File: config.mk
export PLATFORM = sky130hd
export DESIGN_NAME = wpp_panel_ctrl
export DESIGN_NICKNAME = d
export VERILOG_FILES = /design/src/pkg/wpp_pkg.sv /design/src/hw/wpp_panel_ctrl.sv
export VERILOG_INCLUDE_DIRS = /design/src /design/src/pkg
export SDC_FILE = /design/constraint.sdc
export NUM_CORES = 2
export LEC_CHECK = 0
export BUFFER_PORTS_ARGS = -buffer_cell sky130_fd_sc_hd__buf_2
export CAP_MARGIN = 20
export CORE_MARGIN = 1
export CORE_UTILIZATION = 30
export CTS_CLUSTER_DIAMETER = 80
export DETAILED_ROUTE_END_ITERATION = 16
export SKIP_LAST_GASP = 1
export SYNTH_ARGS = -nofsm -noshare
export SYNTH_HDL_FRONTEND = slang
export SYNTH_SLANG_ARGS = --single-unit
export TNS_END_PERCENT = 1
File: constraint.sdc
create_clock -name ref_clk -period 18.9 [get_ports ref_clk]
set_input_delay 0 -clock ref_clk [delete_from_list [all_inputs] [get_ports ref_clk]]
set_output_delay 0 -clock ref_clk [all_outputs]
set_load 0.05 [all_outputs]
File: src/pkg/wpp_params.svh
// Constants for the weld program panel controller: offsets, fields, resets, timing.
`ifndef WPP_PARAMS_SVH
`define WPP_PARAMS_SVH

`define WPP_PROG_COUNT 5'h13
`define WPP_PROG_LAST 5'h12
`define WPP_TIMER_COUNT 4

`define WPP_REG_CTRL 8'h00
`define WPP_REG_STATUS 8'h04
`define WPP_REG_DIFF 8'h08
`define WPP_REG_DISPLAY 8'h0C
`define WPP_CTRL_LOCK_BIT 0
`define WPP_CTRL_ABORT_BIT 1
`define WPP_CTRL_RESET 1'h0

`define WPP_FEAT_VERT_BIT 4
`define WPP_FEAT_HORIZ_BIT 5
`define WPP_FEAT_LOCKOUT_BIT 6
`define WPP_FEAT_CRATER_BIT 7

`define WPP_TENTH_MS 100
`define WPP_CLK_KHZ 200000
`define WPP_FIXED_DELAY_TENTHS 16'h0019
`define WPP_BLANK_TENTHS 3'h3
`define WPP_FLASH_TENTHS 3'h3
`define WPP_FLASH_STEPS 3'h4

// Factory program store, program 1 in the lowest slice
`define WPP_DFLT_WELD 16'h0600
`define WPP_DFLT_FEAT {8'hBF, 8'h83, 8'h8F, 8'hC2, 8'h86, 8'hBE, 8'hB6, 8'h8E, 8'hB7, \
   8'h8D, 8'hBD, 8'h8C, 8'h84, 8'hC0, 8'hB4, 8'h00, 8'hBC, 8'hB5, 8'h81}
`define WPP_DFLT_OVER {16'h0010, 16'h0000, 16'h0000, 16'h0030, 16'h0000, 16'h0000, \
   16'h0000, 16'h0000, 16'h0000, 16'h0000, 16'h0005, 16'h0000, 16'h0000, 16'h0020, \
   16'h0000, 16'h0050, 16'h0000, 16'h0000, 16'h0000}
`define WPP_DFLT_FINAL {{15{16'h0050}}, 16'h0040, 16'h0030, 16'h0020, 16'h0010}
`define WPP_DFLT_RETR {{12{16'h0050}}, 16'h0100, 16'h0050, 16'h0040, 16'h0030, \
   16'h0020, 16'h0010, 16'h0005}

`endif

File: src/pkg/wpp_pkg.sv
// Types and helper functions for the weld program panel controller.
package wpp_pkg;

   typedef enum logic [2:0] {
      POS_WELD = 3'b000,
      POS_OVER = 3'b001,
      POS_FINAL = 3'b010,
      POS_RETR = 3'b011,
      POS_PROG = 3'b100
   } wpp_pos_type;

   typedef enum logic [1:0] {
      PST_EDIT = 2'b00,
      PST_BLANK = 2'b01,
      PST_FLASH = 2'b10
   } wpp_pst_type;

   typedef enum logic [2:0] {
      CYC_IDLE = 3'b000,
      CYC_LOCK = 3'b001,
      CYC_WELD = 3'b010,
      CYC_OVER = 3'b011,
      CYC_FINAL = 3'b100,
      CYC_CRATER = 3'b101,
      CYC_RETR = 3'b110
   } wpp_cyc_type;

   typedef struct packed {
      logic [7:0] paddr;
      logic psel;
      logic penable;
      logic pwrite;
      logic [31:0] pwdata;
   } wpp_apb_req_type;

   typedef struct packed {
      logic [31:0] prdata;
      logic pready;
      logic pslverr;
   } wpp_apb_rsp_type;

   typedef struct packed {
      logic [15:0] digits;
      logic [27:0] segments;
      logic blank;
      logic [4:0] leds;
      logic features_led;
      logic [7:0] feature_diff;
   } wpp_panel_type;

   typedef struct packed {
      wpp_cyc_type phase;
      logic [7:0] features;
      logic lockout_hold;
      logic crater_wait;
   } wpp_cycle_type;

   function automatic logic [6:0] wpp_seg7(input logic [3:0] d);
      case (d)
         4'h0: wpp_seg7 = 7'h3F;
         4'h1: wpp_seg7 = 7'h06;
         4'h2: wpp_seg7 = 7'h5B;
         4'h3: wpp_seg7 = 7'h4F;
         4'h4: wpp_seg7 = 7'h66;
         4'h5: wpp_seg7 = 7'h6D;
         4'h6: wpp_seg7 = 7'h7D;
         4'h7: wpp_seg7 = 7'h07;
         4'h8: wpp_seg7 = 7'h7F;
         4'h9: wpp_seg7 = 7'h6F;
         default: wpp_seg7 = 7'h00;
      endcase
   endfunction : wpp_seg7

endpackage : wpp_pkg

File: src/hw/wpp_panel_ctrl.sv
// Weld program panel controller: program store, panel editing and timer countdown.
// Functional notes
// - The vertical and horizontal delay enables follow the switches captured at a confirmed store.
// - The settling lockout enable follows its switch captured at a confirmed store.
// - With crater fill enabled a two second wait sits between final and retract, else none.
// - Nineteen programs are held and the program number is edited from 1 to 19.
// - From weld time onward the running timer counts down on the display with its LED lit; the crater wait counts down with no LED.
// - Select steps weld, overlap, final, retract, program and round again, LED following.
// - The program LED is lit while the display shows the program number.
// - Moving onto a timer shows that timer's stored value for the selected program.
// - Four digit buttons each bump one digit; only the right two act on the program number.
// - A program press stores the shown timer, blanks briefly, then flashes each value.
// - The first press after a switch change flags differing features on the features LED.
// - The next press commits the switch features together with the shown timer value.
// - Differences track the switches live between presses and commit only on the confirm.
// - Each program keeps its own feature set, untouched by edits of another.
// - With lockout enabled the slides stay manual two seconds after the start relay.
//
// The register addresses and the APB register port are this design's own decisions.
`include "wpp_params.svh"
`timescale 1ns/1ps
`default_nettype none
module wpp_panel_ctrl
   import wpp_pkg::*;
#(
   parameter int TENTH_CYCLES = `WPP_TENTH_MS * `WPP_CLK_KHZ
) (
   input wire logic ref_clk,
   input wire logic resetn,
   input wire wpp_apb_req_type apb_req,
   output wpp_apb_rsp_type apb_rsp,
   input wire logic select_btn_pin,
   input wire logic [3:0] digit_btn_pin,
   input wire logic program_btn_pin,
   input wire logic start_relay_pin,
   input wire logic [7:0] feature_switch_bank,
   output wpp_panel_type panel,
   output wpp_cycle_type cycle
);

   localparam int NPIN = 15;
   localparam logic [24:0] TENTH_LAST = 25'(TENTH_CYCLES - 1);

   // Pin synchroniser, three stages, change accepted when stages two and three agree
   logic [NPIN-1:0] pins;
   logic [NPIN-1:0] s1_q, s2_q, s3_q, stb_q, prv_q, stb_d;
   assign pins = {feature_switch_bank, start_relay_pin, program_btn_pin, digit_btn_pin,
                  select_btn_pin};

   always_comb begin
      stb_d = (s2_q & s3_q) | (stb_q & (s2_q ^ s3_q));
   end

   always_ff @(posedge ref_clk) begin
      if (!resetn) begin
         s1_q <= '0;
         s2_q <= '0;
         s3_q <= '0;
         stb_q <= '0;
         prv_q <= '0;
      end else begin
         s1_q <= pins;
         s2_q <= s1_q;
         s3_q <= s2_q;
         stb_q <= stb_d;
         prv_q <= stb_q;
      end
   end

   logic sel_press, prog_press, start_rise;
   logic [3:0] dig_press;
   logic [7:0] sw_feat;
   assign sel_press = stb_q[0] & ~prv_q[0];
   assign dig_press = stb_q[4:1] & ~prv_q[4:1];
   assign prog_press = stb_q[5] & ~prv_q[5];
   assign start_rise = stb_q[6] & ~prv_q[6];
   assign sw_feat = stb_q[14:7];

   // Tenth-second tick shared by countdown and flash timing
   logic [24:0] tick_cnt_q, tick_cnt_d;
   logic tick;
   assign tick = (tick_cnt_q == TENTH_LAST);
   always_comb begin
      tick_cnt_d = tick ? 25'h0000000 : tick_cnt_q + 25'h0000001;
   end

   // Register bus state
   logic lock_q, lock_d, abort_q, abort_d, miss_q, miss_d;
   logic [31:0] rdata_q, rdata_d;

   // Program store and panel state
   logic [15:0] tmr_q [`WPP_PROG_COUNT][`WPP_TIMER_COUNT];
   logic [15:0] tmr_d [`WPP_PROG_COUNT][`WPP_TIMER_COUNT];
   logic [7:0] feat_q [`WPP_PROG_COUNT];
   logic [7:0] feat_d [`WPP_PROG_COUNT];
   wpp_pos_type pos_q, pos_d;
   wpp_pst_type pst_q, pst_d;
   logic [4:0] idx_q, idx_d;
   logic [15:0] edit_q, edit_d;
   logic pend_q, pend_d;
   logic [2:0] pcnt_q, pcnt_d, step_q, step_d;
   wpp_cyc_type cyc_q, cyc_d;
   logic [15:0] rem_q, rem_d;
   wpp_panel_type panel_d;
   wpp_cycle_type cycle_d;
   logic [7:0] feat_diff;
   logic [7:0] cur_feat;

   assign cur_feat = feat_q[idx_q];
   assign feat_diff = sw_feat ^ cur_feat;

   function automatic logic [15:0] prog_bcd(input logic [4:0] i);
      logic [4:0] n;
      n = i + 5'h01;
      prog_bcd = (n >= 5'h0A) ? {8'h00, 4'h1, 4'(n - 5'h0A)} : {12'h000, n[3:0]};
   endfunction : prog_bcd

   function automatic logic [15:0] bcd_dec(input logic [15:0] v);
      logic [15:0] r;
      logic borrow;
      r = v;
      borrow = 1'b1;
      for (int k = 0; k < 4; k++) begin
         if (borrow) begin
            borrow = (v[4*k +: 4] == 4'h0);
            r[4*k +: 4] = borrow ? 4'h9 : v[4*k +: 4] - 4'h1;
         end
      end
      bcd_dec = r;
   endfunction : bcd_dec

   function automatic logic [15:0] bcd_bump(input logic [15:0] v, input logic [3:0] which);
      logic [15:0] r;
      r = v;
      for (int k = 0; k < 4; k++) begin
         if (which[k]) begin
            r[4*k +: 4] = (v[4*k +: 4] >= 4'h9) ? 4'h0 : v[4*k +: 4] + 4'h1;
         end
      end
      bcd_bump = r;
   endfunction : bcd_bump

   // Panel editing, store and flash sequence
   always_comb begin
      logic [4:0] n;
      logic [3:0] u;
      logic t;
      n = idx_q + 5'h01;
      u = (n >= 5'h0A) ? 4'(n - 5'h0A) : n[3:0];
      t = (n >= 5'h0A);
      tmr_d = tmr_q;
      feat_d = feat_q;
      pos_d = pos_q;
      idx_d = idx_q;
      edit_d = edit_q;
      pend_d = pend_q;
      pst_d = pst_q;
      pcnt_d = pcnt_q;
      step_d = step_q;
      case (pst_q)
         PST_EDIT: begin
            if (!lock_q && cyc_q == CYC_IDLE) begin
               if (sel_press) begin
                  case (pos_q)
                     POS_WELD: pos_d = POS_OVER;
                     POS_OVER: pos_d = POS_FINAL;
                     POS_FINAL: pos_d = POS_RETR;
                     POS_RETR: pos_d = POS_PROG;
                     default: pos_d = POS_WELD;
                  endcase
                  edit_d = (pos_d == POS_PROG) ? prog_bcd(idx_q) : tmr_q[idx_q][pos_d[1:0]];
               end else if (|dig_press) begin
                  if (pos_q == POS_PROG) begin
                     if (dig_press[0]) u = (u >= 4'h9) ? 4'h0 : u + 4'h1;
                     if (dig_press[1]) t = ~t;
                     n = t ? 5'h0A + {1'b0, u} : {1'b0, u};
                     // Out-of-range numbers fold back to program 1
                     idx_d = (n == 5'h00 || n > `WPP_PROG_COUNT) ? 5'h00 : n - 5'h01;
                     edit_d = prog_bcd(idx_d);
                     pend_d = 1'b0;
                  end else begin
                     edit_d = bcd_bump(edit_q, dig_press);
                  end
               end else if (prog_press) begin
                  if (pos_q != POS_PROG) tmr_d[idx_q][pos_q[1:0]] = edit_q;
                  if (pend_q) begin
                     feat_d[idx_q] = sw_feat;
                     pend_d = 1'b0;
                  end else if (|feat_diff) begin
                     pend_d = 1'b1;
                  end
                  pst_d = PST_BLANK;
                  pcnt_d = 3'h0;
               end
            end
         end
         PST_BLANK: begin
            if (tick) begin
               pcnt_d = pcnt_q + 3'h1;
               if (pcnt_q == `WPP_BLANK_TENTHS - 3'h1) begin
                  pst_d = PST_FLASH;
                  pcnt_d = 3'h0;
                  step_d = 3'h0;
               end
            end
         end
         PST_FLASH: begin
            if (tick) begin
               pcnt_d = pcnt_q + 3'h1;
               if (pcnt_q == `WPP_FLASH_TENTHS - 3'h1) begin
                  pcnt_d = 3'h0;
                  step_d = step_q + 3'h1;
                  if (step_q == `WPP_FLASH_STEPS) pst_d = PST_EDIT;
               end
            end
         end
         default: pst_d = PST_EDIT;
      endcase
   end

   // Weld cycle timing and countdown
   always_comb begin
      cyc_d = cyc_q;
      rem_d = rem_q;
      if (abort_q) begin
         cyc_d = CYC_IDLE;
         rem_d = 16'h0000;
      end else if (cyc_q == CYC_IDLE) begin
         if (start_rise && pst_q == PST_EDIT) begin
            if (cur_feat[`WPP_FEAT_LOCKOUT_BIT]) begin
               cyc_d = CYC_LOCK;
               rem_d = `WPP_FIXED_DELAY_TENTHS;
            end else begin
               cyc_d = CYC_WELD;
               rem_d = tmr_q[idx_q][2'h0];
            end
         end
      end else if (tick) begin
         if (rem_q != 16'h0000) begin
            rem_d = bcd_dec(rem_q);
         end else begin
            case (cyc_q)
               CYC_LOCK: begin
                  cyc_d = CYC_WELD;
                  rem_d = tmr_q[idx_q][2'h0];
               end
               CYC_WELD: begin
                  cyc_d = CYC_OVER;
                  rem_d = tmr_q[idx_q][2'h1];
               end
               CYC_OVER: begin
                  cyc_d = CYC_FINAL;
                  rem_d = tmr_q[idx_q][2'h2];
               end
               CYC_FINAL: begin
                  if (cur_feat[`WPP_FEAT_CRATER_BIT]) begin
                     cyc_d = CYC_CRATER;
                     rem_d = `WPP_FIXED_DELAY_TENTHS;
                  end else begin
                     cyc_d = CYC_RETR;
                     rem_d = tmr_q[idx_q][2'h3];
                  end
               end
               CYC_CRATER: begin
                  cyc_d = CYC_RETR;
                  rem_d = tmr_q[idx_q][2'h3];
               end
               default: cyc_d = CYC_IDLE;
            endcase
         end
      end
   end

   // Display and indicator selection
   always_comb begin
      logic [15:0] shown;
      logic [2:0] fpos;
      shown = edit_q;
      fpos = step_q;
      panel_d.blank = 1'b0;
      panel_d.leds = 5'h00;
      if (cyc_q >= CYC_WELD) begin
         shown = rem_q;
         case (cyc_q)
            CYC_WELD: panel_d.leds = 5'h01;
            CYC_OVER: panel_d.leds = 5'h02;
            CYC_FINAL: panel_d.leds = 5'h04;
            CYC_RETR: panel_d.leds = 5'h08;
            default: panel_d.leds = 5'h00;
         endcase
      end else if (pst_q == PST_BLANK) begin
         panel_d.blank = 1'b1;
         shown = 16'h0000;
      end else if (pst_q == PST_FLASH) begin
         // Step four flashes the feature set, shown as a raw byte
         shown = (fpos == `WPP_FLASH_STEPS) ? {8'h00, cur_feat} : tmr_q[idx_q][fpos[1:0]];
         panel_d.leds = 5'(5'h01 << fpos);
      end else begin
         panel_d.leds = 5'(5'h01 << pos_q);
      end
      panel_d.digits = shown;
      for (int k = 0; k < 4; k++) begin
         panel_d.segments[7*k +: 7] = panel_d.blank ? 7'h00 : wpp_seg7(shown[4*k +: 4]);
      end
      panel_d.features_led = pend_q & (|feat_diff);
      panel_d.feature_diff = pend_q ? feat_diff : 8'h00;
      cycle_d.phase = cyc_q;
      cycle_d.features = cur_feat;
      cycle_d.lockout_hold = (cyc_q == CYC_LOCK);
      cycle_d.crater_wait = (cyc_q == CYC_CRATER);
   end

   // Register bus: zero wait, read data captured in the setup cycle
   always_comb begin
      logic setup, wr;
      setup = apb_req.psel & ~apb_req.penable;
      wr = apb_req.psel & apb_req.penable & apb_req.pwrite;
      lock_d = lock_q;
      abort_d = 1'b0;
      miss_d = miss_q;
      rdata_d = rdata_q;
      if (setup) begin
         miss_d = 1'b0;
         rdata_d = 32'h00000000;
         case (apb_req.paddr)
            `WPP_REG_CTRL: rdata_d = {31'h00000000, lock_q};
            `WPP_REG_STATUS: rdata_d = {19'h00000, (pst_q != PST_EDIT), pend_q, cyc_q, pos_q, idx_q};
            `WPP_REG_DIFF: rdata_d = {24'h000000, feat_diff};
            `WPP_REG_DISPLAY: rdata_d = {16'h0000, panel.digits};
            default: miss_d = 1'b1;
         endcase
      end
      if (wr && apb_req.paddr == `WPP_REG_CTRL) begin
         lock_d = apb_req.pwdata[`WPP_CTRL_LOCK_BIT];
         abort_d = apb_req.pwdata[`WPP_CTRL_ABORT_BIT];
      end
   end

   assign apb_rsp.prdata = rdata_q;
   assign apb_rsp.pready = 1'b1;
   assign apb_rsp.pslverr = apb_req.psel & apb_req.penable & miss_q;

   always_ff @(posedge ref_clk) begin
      if (!resetn) begin
         tick_cnt_q <= 25'h0000000;
         lock_q <= `WPP_CTRL_RESET;
         abort_q <= 1'b0;
         miss_q <= 1'b0;
         rdata_q <= 32'h00000000;
         // No retention element here; every reset reloads the factory store
         for (int p = 0; p < `WPP_PROG_COUNT; p++) begin
            tmr_q[p][0] <= `WPP_DFLT_WELD;
            tmr_q[p][1] <= 16'(`WPP_DFLT_OVER >> (16 * p));
            tmr_q[p][2] <= 16'(`WPP_DFLT_FINAL >> (16 * p));
            tmr_q[p][3] <= 16'(`WPP_DFLT_RETR >> (16 * p));
            feat_q[p] <= 8'(`WPP_DFLT_FEAT >> (8 * p));
         end
         pos_q <= POS_PROG;
         pst_q <= PST_EDIT;
         idx_q <= 5'h00;
         edit_q <= 16'h0001;
         pend_q <= 1'b0;
         pcnt_q <= 3'h0;
         step_q <= 3'h0;
         cyc_q <= CYC_IDLE;
         rem_q <= 16'h0000;
         panel <= '0;
         cycle <= '0;
      end else begin
         tick_cnt_q <= tick_cnt_d;
         lock_q <= lock_d;
         abort_q <= abort_d;
         miss_q <= miss_d;
         rdata_q <= rdata_d;
         tmr_q <= tmr_d;
         feat_q <= feat_d;
         pos_q <= pos_d;
         pst_q <= pst_d;
         idx_q <= idx_d;
         edit_q <= edit_d;
         pend_q <= pend_d;
         pcnt_q <= pcnt_d;
         step_q <= step_d;
         cyc_q <= cyc_d;
         rem_q <= rem_d;
         panel <= panel_d;
         cycle <= cycle_d;
      end
   end

endmodule : wpp_panel_ctrl
`default_nettype wire

* Yosys cells after proc, flatten, opt, wreduce, memory -nomap -nowiden
Memories as Yosys holds them, arrays and structs flattened. A register that Yosys moved wholly into a read port is not among the register bits.
Index checks and enable logic that the tools add are counted.
** Storage, ports and cells
- Memory bits (read-only) :: 448
- Bits in registers :: 1591
- Output and inout bits :: 106
- Word-level logic and storage cells :: 413
- Memories kept :: 4
** Memory list
- (no name shown) :: depth 16, width 7, read ports 1, clocked after Yosys merged registers in 1, write ports 0, line wpp_pkg.sv:59 : case (d)
- (no name shown) :: depth 16, width 7, read ports 1, clocked after Yosys merged registers in 1, write ports 0, line wpp_pkg.sv:59
- (no name shown) :: depth 16, width 7, read ports 1, clocked after Yosys merged registers in 1, write ports 0, line wpp_pkg.sv:59
- (no name shown) :: depth 16, width 7, read ports 1, clocked after Yosys merged registers in 1, write ports 0, line wpp_pkg.sv:59
** Operators by class
- Equality and inequality tests :: 36
- $add $sub $neg :: 18
- Reduce and logical (&&, ||, !) cells :: 54
- Shift operators :: 2
- Mux-type cells :: 128
- Bitwise logic cells :: 27
- $lt $le $gt $ge :: 15
** Operators by type and width (number)
- $bwmux 1216 :: 1
- $bmux 64 s5 :: 1
- $demux 64 s5 :: 1
- $mux 16 :: 19
- $mux 64 :: 3
- $bwmux 152 :: 1
- $mux 4 :: 23
- $pmux 16 s5 :: 1
- $bmux 16 s2 :: 2
- $pmux 16 s4 :: 1
- $mux 3 :: 17
- $bmux 8 s5 :: 1
- $demux 8 s5 :: 1
- $mux 5 :: 7
- $demux 16 s2 :: 1
- $and 15x15->15 :: 2
- $mux 1 :: 28
- $reduce_and 4->1 :: 7
- $add 25x1->25 const B :: 1
- $eq 25x25->1 const B :: 1
- $mux 8 :: 3
- $mux 2 :: 11
- $add 4x1->4 const B :: 5
- $ge 4x4->1 const B :: 5
- other kinds (59) :: 137

* Logic depth before layout (Yosys ltp)
- Depth after elaboration :: 22
- Mapped depth :: 32
- Depth with buffers taken out :: 25

* Worst setup path before layout
Ideal clock, no wire load.
- Path kind :: register -> register
- Start point :: reg idx_q[1]
- End point :: reg edit_q[1]
- Data required time :: 18826 ps
- Data arrival time :: 6356 ps
- Stages on the path, launching flop included :: 33
- Setup slack :: 12470 ps
- Library setup time :: 74 ps
- Path buffers :: 7
- Clock period less this slack :: 6430 ps
- Path through :: dfxtp_1 > buf_2 > buf_4 > buf_4 > clkbuf_1 > inv_1 > ha_1 > clkbuf_1 > inv_1 > ha_1 > clkbuf_1 > o21ai_2 > a21oi_4 > xnor2_1 > ha_1 > o22ai_1 > or3_1 > o21ba_2 > xnor2_1 > inv_1 > ha_1 > clkbuf_1 > and3_1 > mux2_4 > nor2_1 > ha_1 > xnor2_1 > ha_1 > o21ai_0 > and4bb_1 > nor2_1 > mux2_1 > o21ai_0
** On the way
- Cells in the longest elaborated chain, start to end :: 22
- Elaborated cells on any way between the ends :: 43
- Those cells by class :: 7 x add/sub; 4 x order compare; 28 x mux; 2 x bitwise; 2 x reduce/logical
** Ends and longest elaborated chain
- start: declaration :: line wpp_panel_ctrl.sv:98 : logic [4:0] idx_q, idx_d;
- start signal: assignment :: line wpp_panel_ctrl.sv:379 : idx_q <= idx_d;
- $add 5x1->5 :: line wpp_panel_ctrl.sv:114, wpp_panel_ctrl.sv:148
- $sub 4x4->4 or $ge 5x4->1 (tied branches) :: line wpp_panel_ctrl.sv:115, wpp_panel_ctrl.sv:149, wpp_panel_ctrl.sv:150
- $mux 4 :: line wpp_panel_ctrl.sv:149 : u = (n >= 5'h0A) ? 4'(n - 5'h0A) : n[3:0];
- $add 4x1->4 or $ge 4x4->1 (tied branches) :: line wpp_panel_ctrl.sv:174 : if (dig_press[0]) u = (u >= 4'h9) ? 4'h0 : u + 4'h1;
- $mux 4 (2 in a row) :: line wpp_panel_ctrl.sv:174
- $mux 4 :: line wpp_panel_ctrl.sv:173 : if (pos_q == POS_PROG) begin
- $mux 4 :: line wpp_panel_ctrl.sv:172 : end else if (|dig_press) begin
- $mux 4 :: line wpp_panel_ctrl.sv:163 : if (sel_press) begin
- (+5 left out)
- $logic_or 1x1->1 (no line)
- $mux 5 :: line wpp_panel_ctrl.sv:178 : idx_d = (n == 5'h00 || n > `WPP_PROG_COUNT) ? 5'h00 : n - 5'h01;
- $add 5x1->5 :: line wpp_panel_ctrl.sv:114 : n = i + 5'h01;
- $sub 4x4->4 or $ge 5x4->1 (tied branches) :: line wpp_panel_ctrl.sv:115 : prog_bcd = (n >= 5'h0A) ? {8'h00, 4'h1, 4'(n - 5'h0A)} : {12'h000, n[3:0]};
- $mux 5 :: line wpp_panel_ctrl.sv:115
- $mux 16 :: line wpp_panel_ctrl.sv:173
- $mux 16 :: line wpp_panel_ctrl.sv:172
- $mux 16 * :: line wpp_panel_ctrl.sv:163
- end signal: assignment :: line wpp_panel_ctrl.sv:380 : edit_q <= edit_d;
- end: declaration :: line wpp_panel_ctrl.sv:99 : logic [15:0] edit_q, edit_d;
Mark *: on every way between the ends. The rest lies on a longest branch, timed or not. The select of a mux whose other input is x is not followed.
A chain may end at the register's enable or synchronous reset.

==> qor.yml <==
startpoint_type: "flip-flop"
drc: 0
drive_above_1_share_pct: 11.3
nNetsFinal: 8500
cts_resized: 0
ios: 166
cts-root-buf: "clkbuf_16"
ys_warn_count: 0
grt_use_total_pct: 19.7
gp_congestion: 0.935
first_pass_iters: 9
core_area_sq_mm: 0.236
drt_wl_total_um: 245000
vias: 62200
wl_per_cell_um: 21.0
dp_cells: 11300
peakVddDrop_mv: 0.0857
syn_avg_cell_area_sq_um: 8.31
cellLeakagePower_nw: 26.5
grt_max_degree: 210
worst_skew_pair.late_latency_ps: 860
setup_violations: 0
path_clk_slew_ps: 60
maxCapViolCount: 0
fin_tns_setup_ps: 0
cts_max_level: 4
dieArea_sq_mm: 0.240
rsz0062_at_grt: "false"
hp-class: "in -> reg"
yosysUniqueCellTypes: 94
arrival_ps: 8090
multi_input_area_sq_mm: 0.0360
grt_antenna_before_repair: 5
synthCells: 8592
synth_edf_count: 0
port-buffer-count: 118
finalHoldViolCount: 0
clock_skew_ps: 42.8
cts-hold-fix-buffers: 51
dp_hpwl_um: 151000
overflow: 0
fillers: 23900
clockBufferDepth: 3
seq_area_frac_synth_pct: 44.9
clock-sinks: 1603
detail-route-antenna-nets: 0
syn-cell-area_sq_mm: 0.0714
grt_pass1_wl_um: 367000
syn_to_final_growth_pct: 13.0
cts_tree: "built"
final_cell_mix: "nand2_1 (2870), dfxtp_1 (1582), a21oi_1 (1336), nor2_1 (361), mux4_2 (329)"
min_period_ps: 7340
cp.required_ps: 19650
power.density_mw_per_mm2: 88.4
synthFlopType: "dfxtp_1"
hold-worst-slack_ps: 79.7
ys_ff_latch: 1603
drt-vias-per-instance: 5.34
max_slew_margin_pct: 12.3
drtIter0Drc: 7316
finalMaxSlewViolations: 0
initial_core_util_pct: 30.3
max_slew.worst_pin.slew_ps: 1300
die_y_um: 490
final_cell_count_no_fill: 11700
period_share_pct: 38.8
crit_type: "reg -> reg"
postCtsSetupRepairBufs: 0
final_common_cell: "nand2_1"
die_w_um: 490
cts_buffers: 171
num_rows: 178
first_global_vias: 58400
cp_max_fo: 84
cp-end-kind: "flip-flop"
fmaxAchievable_mhz: 136
status: "finished, final reports clean"
area.sequential_sq_mm: 0.0322
postSynth.asyncResetShare_pct: 0
-- area by class of cell --
type | count | area share (%)
Multi-Input combinational cell | 6214 | 44.6
Sequential cell | 1603 | 39.9
Clock buffer | 254 | 6.32
Tap cell | 3150 | 4.89
Timing Repair Buffer | 327 | 3.03
Clock inverter | 53 | 0.997
Inverter | 53 | 0.256
Antenna cell | 1 | 0.00310
-- flip-flops by register name, summed over array words and instances (netlist names), 15 cells and up --
signal / flops
edit_q: 16
feat_q: 152
panel: 59
rdata_q: 16
rem_q: 16
s1_q: 15
s2_q: 15
s3_q: 15
stb_q: 15
tick_cnt_q: 25
tmr_q: 1216
-- worst max-delay path, cell delays in order, from the launching register on --
cell and delay, ps:
dfxtp_4 870, buf_12 610, buf_4 700, buf_12 490
mux4_2 600, mux2i_1 400, o22ai_1 150, o21ai_0 840
mux4_2 430, nand2_1 60, nand3_1 90, o21ai_0 90
a22oi_1 820, inv_1 160, ha_1 250, nor2b_1 110
o21ai_1 90, a21oi_1 200
-- metrics by stage --
step	utilization [%]	worst slack (ps)	power, W	area [sq um]
floorplan	-	12470	0.00365	71500
global placement	31.4	11650	0.00371	74000
detailed placement	31.4	11610	0.00371	74100
CTS	34.2	11610	0.00717	80600
global route	34.2	11040	0.00732	80700
finish	34.2	11560	0.00713	80700
-- cell usage after synthesis, drive strengths merged (4+ instances only) --
cell	number	share of area (%)
mux4	329	10
ha	70	1.2
clkbuf	584	3.1
nor2b	18	0.16
o211ai	89	0.94
nor3	32	0.22
inv	53	0.28
xor2	30	0.42
a22o	4	0.049
o221ai	17	0.22
o31ai	4	0.042
a22oi	45	0.49
o22ai	80	0.71
and3	29	0.26
nor3b	6	0.063
nor4	7	0.061
nand2b	27	0.24
a211oi	6	0.063
or3	15	0.14
o32ai	5	0.072
o21a	5	0.053
mux2	21	0.34
a21oi	1340	9.4
buf	153	1.4
or2	9	0.079
o22a	6	0.074
nand4	12	0.11
nor2	365	1.9
nand2	2870	15
a221oi	7	0.095
and2	73	0.64
xnor2	27	0.37
o21ai	197	1.4
mux2i	217	3.1
dfxtp	1603	45
nand3b	6	0.063
a31oi	8	0.070
nand3	185	1.3
-- kinds of logic after synthesis --
kind of cell / Yosys count / share of synthesized area, %
flip-flops: 1603 / 44.9
buffers and inverters: 790 / 4.75
adder cells (fa/ha/maj): 70 / 1.23
other: 2 / 0.0105
AO/OA/AOI/OAI: 1839 / 14.0
multiplexers: 567 / 13.8
AND/OR/NAND/NOR: 3664 / 20.5
XOR/XNOR: 57 / 0.788
-- metal layers --
| layer | track usage (%) | part of all wire (%) | wire length (um) |
|---|---|---|---|
| met1 | 26.3 | 42 | 103000 |
| met2 | 30.6 | 45 | 110000 |
| met3 | 3.62 | 8.7 | 21300 |
| met4 | 9.16 | 4.7 | 11500 |
| met5 | 0 | 0.017 | 41 |
-- path summary, 6_finish.rpt --
path | start | slack, ps | to | depth (start not counted)
setup / recovery | idx_q[0] | 11560 | panel[18] | 17
hold / removal | apb_req[32] | 80 | abort_q | 4
setup reg to reg | idx_q[0] | 11560 | panel[18] | 17
hold reg to reg | s1_q[2] | 430 | s2_q[2] | 1
-- power breakdown --
part	switching, W	internal (W)	leakage, nW
Combinational	0.000190	0.0000486	10.6
Sequential	0.0000139	0.00340	12.9
Clock	0.00148	0.00200	2.89
Note: power is estimated with default switching activity, not from simulation.
